**config.mk**
```make
export PLATFORM = sky130hd
export DESIGN_NAME = rnf_filter_top
export DESIGN_NICKNAME = d
export VERILOG_FILES = /design/src/rnf_pkg.sv /design/src/rnf_filter_top.sv /design/src/rnf_node_lookup.sv /design/src/rnf_set_clear_reg.sv
export SDC_FILE = /design/constraint.sdc
export NUM_CORES = 1
export LEC_CHECK = 0
export ABC_AREA = 1
export BUFFER_PORTS_ARGS = -buffer_cell sky130_fd_sc_hd__clkbuf_2
export CAP_MARGIN = 40
export CORE_MARGIN = 4
export CORE_UTILIZATION = 62
export DETAILED_ROUTE_END_ITERATION = 16
export GPL_TIMING_DRIVEN = 0
export PLACE_DENSITY = 0.85
export SLEW_MARGIN = 20
export SYNTH_ARGS = -nofsm -noshare
export SYNTH_HDL_FRONTEND = slang
export SYNTH_SLANG_ARGS = --single-unit
export TNS_END_PERCENT = 30
```
**constraint.sdc**
```tcl
create_clock -name sys_clk -period 3.9 [get_ports sys_clk]
set_input_delay 1.17 -clock sys_clk [delete_from_list [all_inputs] [get_ports sys_clk]]
set_output_delay 1.17 -clock sys_clk [all_outputs]
set_load 0.01 [all_outputs]
```
**src/rnf_pkg.sv**
```systemverilog
// Constants and types for the receive request node filter
package rnf_pkg;
   // Byte addresses of the set and clear ports
   localparam logic [11:0] ADDR_ASYNC_HIGH_SET = 12'h100;
   localparam logic [11:0] ADDR_ASYNC_HIGH_CLEAR = 12'h104;
   localparam logic [11:0] ADDR_ASYNC_LOW_SET = 12'h108;
   localparam logic [11:0] ADDR_ASYNC_LOW_CLEAR = 12'h10c;
   localparam logic [11:0] ADDR_PHYS_HIGH_SET = 12'h110;
   localparam logic [11:0] ADDR_PHYS_HIGH_CLEAR = 12'h114;
   localparam logic [11:0] ADDR_PHYS_LOW_SET = 12'h118;
   localparam logic [11:0] ADDR_PHYS_LOW_CLEAR = 12'h11c;

   // Filter slots
   localparam logic [1:0] FILT_ASYNC_HIGH = 2'h0;
   localparam logic [1:0] FILT_ASYNC_LOW = 2'h1;
   localparam logic [1:0] FILT_PHYS_HIGH = 2'h2;
   localparam logic [1:0] FILT_PHYS_LOW = 2'h3;
   localparam int FILT_COUNT = 4;

   localparam logic [31:0] FILTER_RESET = 32'h0000_0000;
   localparam int REMOTE_BUS_BIT = 31;
   // Bits that a host bus reset leaves alone
   localparam logic [31:0] PHYS_HIGH_KEEP_MASK = 32'h8000_0000;
   localparam logic [31:0] NO_KEEP_MASK = 32'h0000_0000;
   localparam logic [9:0] LOCAL_BUS_ALIAS = 10'h3ff;

   localparam logic [1:0] RESP_OKAY = 2'h0;
   localparam logic [1:0] RESP_SLVERR = 2'h2;
   localparam logic [31:0] READ_UNMAPPED = 32'h0000_0000;

   typedef struct packed {
      logic is_phys;
      logic [9:0] bus_id;
      logic [5:0] node_id;
   } rnf_req_type;

   typedef struct packed {
      logic accept;
      logic to_phys;
      logic to_async;
   } rnf_dec_type;

   typedef struct packed {
      logic hit;
      logic [1:0] slot;
      logic is_clear;
   } rnf_addr_type;
endpackage

```
**src/rnf_filter_top.sv**
```systemverilog
// Receive request node filter: AXI4-Lite register bank and request decision
`timescale 1ns/1ps
module rnf_filter_top (
   // Clock and resets
   input wire logic sys_clk,
   input wire logic rst,
   input wire logic power_on_rst,
   // AXI4-Lite write address
   input wire logic [11:0] s_axi_awaddr,
   input wire logic s_axi_awvalid,
   output logic s_axi_awready,
   // AXI4-Lite write data
   input wire logic [31:0] s_axi_wdata,
   input wire logic [3:0] s_axi_wstrb,
   input wire logic s_axi_wvalid,
   output logic s_axi_wready,
   // AXI4-Lite write response
   output logic [1:0] s_axi_bresp,
   output logic s_axi_bvalid,
   input wire logic s_axi_bready,
   // AXI4-Lite read address
   input wire logic [11:0] s_axi_araddr,
   input wire logic s_axi_arvalid,
   output logic s_axi_arready,
   // AXI4-Lite read data
   output logic [31:0] s_axi_rdata,
   output logic [1:0] s_axi_rresp,
   output logic s_axi_rvalid,
   input wire logic s_axi_rready,
   // Inbound request from the link
   input wire logic [9:0] local_bus_id,
   input wire logic req_valid,
   input wire rnf_pkg::rnf_req_type req,
   // Filter decision
   output logic dec_valid,
   output rnf_pkg::rnf_dec_type dec
);
   // Address decode shared by the read and write paths
   function automatic rnf_pkg::rnf_addr_type decode(input logic [11:0] addr);
      rnf_pkg::rnf_addr_type d;
      d = '0;
      d.hit = 1'b1;
      if (addr == rnf_pkg::ADDR_ASYNC_HIGH_SET) begin
         d.slot = rnf_pkg::FILT_ASYNC_HIGH;
      end else if (addr == rnf_pkg::ADDR_ASYNC_HIGH_CLEAR) begin
         d.slot = rnf_pkg::FILT_ASYNC_HIGH;
         d.is_clear = 1'b1;
      end else if (addr == rnf_pkg::ADDR_ASYNC_LOW_SET) begin
         d.slot = rnf_pkg::FILT_ASYNC_LOW;
      end else if (addr == rnf_pkg::ADDR_ASYNC_LOW_CLEAR) begin
         d.slot = rnf_pkg::FILT_ASYNC_LOW;
         d.is_clear = 1'b1;
      end else if (addr == rnf_pkg::ADDR_PHYS_HIGH_SET) begin
         d.slot = rnf_pkg::FILT_PHYS_HIGH;
      end else if (addr == rnf_pkg::ADDR_PHYS_HIGH_CLEAR) begin
         d.slot = rnf_pkg::FILT_PHYS_HIGH;
         d.is_clear = 1'b1;
      end else if (addr == rnf_pkg::ADDR_PHYS_LOW_SET) begin
         d.slot = rnf_pkg::FILT_PHYS_LOW;
      end else if (addr == rnf_pkg::ADDR_PHYS_LOW_CLEAR) begin
         d.slot = rnf_pkg::FILT_PHYS_LOW;
         d.is_clear = 1'b1;
      end else begin
         d.hit = 1'b0;
      end
      return d;
   endfunction

   // Expands byte strobes into a bit mask
   function automatic logic [31:0] strobe_mask(input logic [3:0] strb);
      logic [31:0] m;
      m = '0;
      for (int i = 0; i < 4; i++) begin
         m[i*8 +: 8] = {8{strb[i]}};
      end
      return m;
   endfunction

   // Write channel state
   logic aw_held;
   logic [11:0] aw_addr;
   logic w_held;
   logic [31:0] w_data;
   logic [3:0] w_strb;
   logic next_aw_held;
   logic [11:0] next_aw_addr;
   logic next_w_held;
   logic [31:0] next_w_data;
   logic [3:0] next_w_strb;
   logic next_awready;
   logic next_wready;
   logic next_bvalid;
   logic [1:0] next_bresp;
   logic wr_fire;
   rnf_pkg::rnf_addr_type wr_dec;
   logic [31:0] wr_mask;

   // Read channel state
   logic next_arready;
   logic next_rvalid;
   logic [31:0] next_rdata;
   logic [1:0] next_rresp;
   rnf_pkg::rnf_addr_type rd_dec;

   // Filter storage
   logic [31:0] filt_val [rnf_pkg::FILT_COUNT];

   // Decision path
   logic next_dec_valid;
   rnf_pkg::rnf_dec_type next_dec;
   logic async_node_accept;
   logic phys_node_route;
   logic src_local;

   always_comb begin
      next_aw_held = aw_held;
      next_aw_addr = aw_addr;
      next_w_held = w_held;
      next_w_data = w_data;
      next_w_strb = w_strb;
      next_bvalid = s_axi_bvalid;
      next_bresp = s_axi_bresp;
      if (s_axi_awvalid && s_axi_awready) begin
         next_aw_held = 1'b1;
         next_aw_addr = s_axi_awaddr;
      end
      if (s_axi_wvalid && s_axi_wready) begin
         next_w_held = 1'b1;
         next_w_data = s_axi_wdata;
         next_w_strb = s_axi_wstrb;
      end
      if (s_axi_bvalid && s_axi_bready) begin
         next_bvalid = 1'b0;
      end
      if (wr_fire) begin
         next_aw_held = 1'b0;
         next_w_held = 1'b0;
         next_bvalid = 1'b1;
         next_bresp = wr_dec.hit ? rnf_pkg::RESP_OKAY : rnf_pkg::RESP_SLVERR;
      end
      // Address and data are taken in either order, one write at a time
      next_awready = !next_aw_held && !next_bvalid;
      next_wready = !next_w_held && !next_bvalid;
   end

   assign wr_fire = aw_held && w_held && !s_axi_bvalid;
   assign wr_dec = decode({aw_addr[11:2], 2'h0});
   assign wr_mask = w_data & strobe_mask(w_strb);

   always_ff @(posedge sys_clk) begin
      if (rst || power_on_rst) begin
         aw_held <= 1'b0;
         aw_addr <= '0;
         w_held <= 1'b0;
         w_data <= '0;
         w_strb <= '0;
         s_axi_awready <= 1'b0;
         s_axi_wready <= 1'b0;
         s_axi_bvalid <= 1'b0;
         s_axi_bresp <= rnf_pkg::RESP_OKAY;
      end else begin
         aw_held <= next_aw_held;
         aw_addr <= next_aw_addr;
         w_held <= next_w_held;
         w_data <= next_w_data;
         w_strb <= next_w_strb;
         s_axi_awready <= next_awready;
         s_axi_wready <= next_wready;
         s_axi_bvalid <= next_bvalid;
         s_axi_bresp <= next_bresp;
      end
   end

   // Filter registers, one per slot
   genvar gi;
   generate
      for (gi = 0; gi < rnf_pkg::FILT_COUNT; gi++) begin : g_filt
         localparam logic [31:0] KEEP = (gi == int'(rnf_pkg::FILT_PHYS_HIGH)) ?
            rnf_pkg::PHYS_HIGH_KEEP_MASK : rnf_pkg::NO_KEEP_MASK;
         logic sel;
         assign sel = wr_fire && wr_dec.hit && (wr_dec.slot == 2'(gi));
         // set and clear ports; zero reset, except that a host bus reset keeps bit 31 of the physical high slot
         rnf_set_clear_reg #(
            .WIDTH(32),
            .KEEP_MASK(KEEP)
         ) u_reg (
            .sys_clk(sys_clk),
            .rst(rst),
            .power_on_rst(power_on_rst),
            .set_en(sel && !wr_dec.is_clear),
            .clear_en(sel && wr_dec.is_clear),
            .wmask(wr_mask),
            .value(filt_val[gi])
         );
      end
   endgenerate

   always_comb begin
      next_rvalid = s_axi_rvalid;
      next_rdata = s_axi_rdata;
      next_rresp = s_axi_rresp;
      if (s_axi_rvalid && s_axi_rready) begin
         next_rvalid = 1'b0;
      end
      if (s_axi_arvalid && s_axi_arready) begin
         next_rvalid = 1'b1;
         if (rd_dec.hit) begin
            next_rdata = filt_val[rd_dec.slot];
            next_rresp = rnf_pkg::RESP_OKAY;
         end else begin
            next_rdata = rnf_pkg::READ_UNMAPPED;
            next_rresp = rnf_pkg::RESP_SLVERR;
         end
      end
      next_arready = !next_rvalid;
   end

   assign rd_dec = decode({s_axi_araddr[11:2], 2'h0});

   always_ff @(posedge sys_clk) begin
      if (rst || power_on_rst) begin
         s_axi_arready <= 1'b0;
         s_axi_rvalid <= 1'b0;
         s_axi_rdata <= '0;
         s_axi_rresp <= rnf_pkg::RESP_OKAY;
      end else begin
         s_axi_arready <= next_arready;
         s_axi_rvalid <= next_rvalid;
         s_axi_rdata <= next_rdata;
         s_axi_rresp <= next_rresp;
      end
   end

   rnf_node_lookup u_async_lookup (
      .map_low(filt_val[rnf_pkg::FILT_ASYNC_LOW]),
      .map_high(filt_val[rnf_pkg::FILT_ASYNC_HIGH]),
      .node_id(req.node_id),
      .hit(async_node_accept)
   );

   rnf_node_lookup u_phys_lookup (
      .map_low(filt_val[rnf_pkg::FILT_PHYS_LOW]),
      .map_high(filt_val[rnf_pkg::FILT_PHYS_HIGH]),
      .node_id(req.node_id),
      .hit(phys_node_route)
   );

   // local when bus matches or is the local alias
   assign src_local = (req.bus_id == rnf_pkg::LOCAL_BUS_ALIAS) ||
      (req.bus_id == local_bus_id);

   always_comb begin
      next_dec_valid = req_valid;
      next_dec = '0;
      if (req_valid) begin
         if (src_local) begin
            next_dec.accept = async_node_accept;
            // clear physical bit falls back to async context
            next_dec.to_phys = async_node_accept && req.is_phys && phys_node_route;
            next_dec.to_async = async_node_accept && !(req.is_phys && phys_node_route);
         end else begin
            // nonlocal gated by upper physical bit 31
            if (filt_val[rnf_pkg::FILT_PHYS_HIGH][rnf_pkg::REMOTE_BUS_BIT]) begin
               // Remote packets of both kinds pass once bit 31 is set
               next_dec.accept = 1'b1;
               if (req.is_phys) begin
                  next_dec.to_phys = 1'b1;
               end else begin
                  // Remote async requests use the async context
                  next_dec.to_async = 1'b1;
               end
            end
         end
      end
   end

   always_ff @(posedge sys_clk) begin
      if (rst || power_on_rst) begin
         dec_valid <= 1'b0;
         dec <= '0;
      end else begin
         dec_valid <= next_dec_valid;
         dec <= next_dec;
      end
   end
endmodule

```
**src/rnf_node_lookup.sv**
```systemverilog
// Picks the filter bit that covers one local node from a low/high pair
`timescale 1ns/1ps
module rnf_node_lookup (
   // Bitmaps
   input wire logic [31:0] map_low,
   input wire logic [31:0] map_high,
   // Source node
   input wire logic [5:0] node_id,
   output logic hit
);
   always_comb begin
      if (!node_id[5]) begin
         hit = map_low[node_id[4:0]];
      end else if (node_id[4:0] == 5'h1f) begin
         // Broadcast node has no filter bit
         hit = 1'b0;
      end else begin
         hit = map_high[node_id[4:0]];
      end
   end
endmodule

```
**src/rnf_set_clear_reg.sv**
```systemverilog
// One filter register with write-one-to-set and write-one-to-clear ports
`timescale 1ns/1ps
module rnf_set_clear_reg #(
   parameter int WIDTH = 32,
   parameter logic [WIDTH-1:0] KEEP_MASK = '0
) (
   // Clock and resets
   input wire logic sys_clk,
   input wire logic rst,
   input wire logic power_on_rst,
   // Update strobes
   input wire logic set_en,
   input wire logic clear_en,
   input wire logic [WIDTH-1:0] wmask,
   // Contents
   output logic [WIDTH-1:0] value
);
   logic [WIDTH-1:0] next_value;

   always_comb begin
      next_value = value;
      if (set_en) begin
         next_value = value | wmask;
      end else if (clear_en) begin
         next_value = value & ~wmask;
      end
   end

   always_ff @(posedge sys_clk) begin
      if (power_on_rst) begin
         value <= '0;
      end else if (rst) begin
         // Kept bits survive a host bus reset
         value <= next_value & KEEP_MASK;
      end else begin
         value <= next_value;
      end
   end
endmodule
```
# Word level (Yosys, flattened, before mapping)
# Cells that the tools add are included.
# word_totals
regBits	223
in_bits	96
wordCells	184
# classes
n_lt_le_gt_ge	2
eq_ne	22
muxes	84
n_bitwise	12
n_reduce_logical	42
# ops
op	count
$mux 32	11
$and 32x32->32	5
$eq 10x7->1 const B	16
$or 32x32->32	4
$bmux 32 s2	1
$mux 3	17
$mux 1	41
$not 32->32	1
$logic_and 1x1->1	26
$bmux 1 s5	4
$mux 2	10
$eq 10x10->1	1
$eq 10x10->1 const B	1
$reduce_bool 2->1	4
$logic_not 1->1	7
$lt 5x6->1 const B	1
$eq 5x5->1 const B	1
$eq 2x2->1 const B	2
$reduce_or 2->1	2
$ge 3x3->1 const B	1
$not 2->3	1
$eq 2x1->1 const B	1
$logic_not 2->1	1
$logic_or 1x1->1	2
$not 1->1	1

# Logic depth before layout (Yosys ltp)
# logic_depth
depth_word	21
mapped_depth	14
depth_no_buf	13

# Cells and area by module
# Synthesis repeated with hierarchy kept, for this count alone.
# unflattened
cells_unflattened	1925
hier_area_um2	12355.6
# by_module_without_submodules
module	instances	cells_per_inst	area_each_um2	seq_area_each_um2
rnf_set_clear_reg	4	171	1355.0	640.6
rnf_filter_top	1	861	5256.3	1821.7
rnf_node_lookup	2	190	839.6	0.0

# Worst setup path before layout
# Ideal clock, no wire load.
# synth_timing
path_type	in2reg
start	input req[1] (netlist bit)
end	register dec[1] (netlist bit)
setup_time_ps	115
t_arrival_ps	2400
required_ps	3785
setup_slack_ps	1384
path_stages	14
n_path_buf	2
path_cell_list	clkbuf_1 -> inv_1 -> buf_1 -> nand3_1 -> nand3_1 -> nand2_1 -> nand2_1 -> nand3_1 -> nand3_1 -> nand2_1 -> nand2_1 -> nor2_1 -> nor2_1 -> nor2_1
# synth_between
elab_chain_len	7
word_cells_on_any_way	16
# synth_lines
item	line	source
start, declared	rnf_filter_top.sv:33	input wire rnf_pkg::rnf_req_type req,
$bmux 1 s5	rnf_node_lookup.sv:18	hit = map_high[node_id[4:0]];
$mux 1 (not written as such)	rnf_node_lookup.sv:18	
$mux 1	rnf_node_lookup.sv:14	end else if (node_id[4:0] == 5'h1f) begin
$mux 1	rnf_node_lookup.sv:12	if (!node_id[5]) begin
$logic_and 1x1->1	rnf_filter_top.sv:259	next_dec.to_phys = async_node_accept && req.is_phys && phys_node_route;
$logic_and 1x1->1 *	rnf_filter_top.sv:259	
$mux 3 *	rnf_filter_top.sv:256	if (src_local) begin
end signal, assigned	rnf_filter_top.sv:283	dec <= next_dec;
end, declared	rnf_filter_top.sv:36	output rnf_pkg::rnf_dec_type dec
# Mark *: on every way between the ends. The rest lies on a longest branch, timed or not. The select of a mux whose other input is x is not followed.
# A chain may end at the register's enable or synchronous reset.

# Final worst setup path
# layout_timing
start	input req[2] (netlist bit)
end	register dec[1] (netlist bit)
# Same word-level chain as after synthesis.

==> flow_summary.yaml <==
yosys:
  synth.distinct_cells: 34
  synthCells: 1547
  yosysSeqAreaShare_pct: 42.1
  synth-edff-count: 0
  async_flop_share_pct: 0
  ys_warn_count: 0
  synth_ff_type: "dfxtp_1"
  netlist_area_sq_um: 10400
  syn_area_per_cell_sq_um: 6.73
  ys_ff_latch: 219
global_route:
  overflow: 0
  antenna_found_initial: 0
  grt_pass1_wl_mm: 57.4
  track_usage_pct: 39.4
  grt_max_degree: 15
  grt_pass1_vias: 10523
job:
  cap_violations: 0
layout:
  drive_above_1_share_pct: 11.3
  utilization_pct: 73.3
  antenna_cells: 0
  layout.nets: 1798
  num-fill-cells: 1348
  area_delta_synth_final_pct: 16.3
  final_cell_mix: "nand2_1, dfxtp_1, o21ai_0"
  seq_area_sq_um: 4380
  final_common_cell: "nand2_1"
  multi_input_area_sq_um: 5220
floorplan:
  initial_core_util_pct: 63.0
  core_sq_um: 16500
  num_rows: 47
  die-area_sq_um: 18900
  die_h_um: 138
  dieWidth_um: 138
  floorplan.io_pins: 141
place:
  place.gp.congestion: 1.04
  portBuffers: 129
  dp_hpwl_mm: 28.0
sta:
  relSlewSlack_pct: 41.5
  fin_setup_tns_ns: 0
  setup_viol: 0
  hold-worst-slack_ns: 0.447
  hold_viol_final: 0
  worst_slew_pin_slew_ns: 0.877
  clock-skew-final_ns: 0.0163
  period_needed_ns: 2.85
  rsz0062_at_grt: "no"
  fmax_mhz: 350
  report.final.slew_viol_count: 0
  fin_crit_sh_pct: 73.2
clock_tree:
  cts_root_buf: "clkbuf_16"
  cts_tree: "yes"
  insertion_delay_ns: 0.51
  cts_made_buffers: 23
  clkSinkCount: 219
  cts_buffer_depth: 3
  clkTransAtPathRegs_ns: 0.06
  ctsResizeCount: 0
  cts_setup_buffers: 0
  hold_buffers: 0
  h-tree-depth: 1
worst_setup_path:
  crit_family: "buffers and inverters"
  critical_path.cell_chain: "clkbuf_1 -> inv_1 -> clkbuf_1 -> nand3_1 -> nand2_1 -> nand2_1 -> nand3_1 -> nand3b_1 -> nand2_1 -> nand2_1 -> nor2_1 -> nor2_1 -> nor2_1"
  crit_type: "primary input to flip-flop"
  startpoint_type: "primary input"
  end_kind: "flip-flop"
  required_ns: 4.29
  cp_common_cell: "nand2_1"
  arrival_ns: 3.25
  slowest_delay_ns: 0.47
  crit_path_top_delay_cell: "clkbuf_1"
  path_max_fanout: 10
  worst-path-buf-inv: 3
pwr:
  p_total_w: 0.00481
  p_per_area_nw_per_um2: 397
  ir_worst_vdd_mv: 0.375
  power_leakage_nw: 4.69
detailed_routing:
  drt-initial-drc-count: 1765
  wl_mm: 38.5
  via_per_inst: 6.09
  first_pass_iters: 6
  ant_nets: 0
  vias: 11803
  drc: 0
  routedWlPerCell_um: 19.9
worst_hold_path:
  holdCritPathClass: "flip-flop to flip-flop"
outcome:
  outcome: "complete, no violations"
-- cells by family after synthesis --
group / count (synthesis) / share of synthesized area, %
and+or+nand+nor: 698 / 27.1
other: 1 / 0.0360
AOI/OAI and AO/OA: 422 / 22.4
buffers and inverters: 200 / 7.83
DFF: 219 / 42.1
xor gates and xnor gates: 7 / 0.589
-- routing by layer --
| metal | global-route usage (%) | wire length, um | vias to the layer above |
|---|---|---|---|
| li1 | - | - | 5467 |
| met1 | 52.6 | 14600 | 5340 |
| met2 | 60.0 | 16400 | 848 |
| met3 | 12.1 | 5960 | 148 |
| met4 | 14.9 | 1560 | 0 |
| met5 | 0 | 0 | - |
-- synth_stat cells, drive strengths merged, types with 10 or more instances --
library cell / number / area, sq um
a211oi: 24 / 180
a21oi: 155 / 776
buf: 33 / 171
clkbuf: 75 / 282
dfxtp: 219 / 4380
inv: 89 / 334
nand2: 420 / 1580
nand3: 114 / 571
nor2: 150 / 571
o21ai: 197 / 986
o221ai: 32 / 280
o31ai: 10 / 75.1
-- through the flow --
stage                     area [sq um]  setup slack [ns]  instances
after global routing             12100             0.909       1937
after global placement           11300             0.667       1897
after CTS                        12100              1.13       1937
after detailed placement         11300             0.627       1897
final                            12100              1.05       1937
after floorplan                  10400              1.38       1548
-- cell type report --
class	count	area share (%)
Timing Repair Buffer	129	5.33
Buffer	111	3.98
Sequential cell	219	36.2
Tap cell	220	2.27
Inverter	89	2.76
Clock inverter	8	0.847
Multi-Input combinational cell	1129	43.1
Clock buffer	32	5.53
-- report_power, final --
| part | internal (W) | leakage, nW | switching, W |
|---|---|---|---|
| Combinational | 0.0000951 | 2.55 | 0.000221 |
| Sequential | 0.00225 | 1.77 | 0.00000670 |
| Clock | 0.00133 | 0.375 | 0.000910 |
-- final timing paths --
kind,from,to,slack [ns],depth (start not counted)
max,req[2],dec[1]$_SDFF_PP0_,1.05,13
min,w_held$_SDFF_PP0_,s_axi_wready$_SDFF_PP0_,0.45,1
max reg2reg,aw_addr[11]$_SDFFE_PP0P_,flip-flop,1.42,8
min reg2reg,w_held$_SDFF_PP0_,s_axi_wready$_SDFF_PP0_,0.45,1
Note: power is estimated with default switching activity, not from simulation.
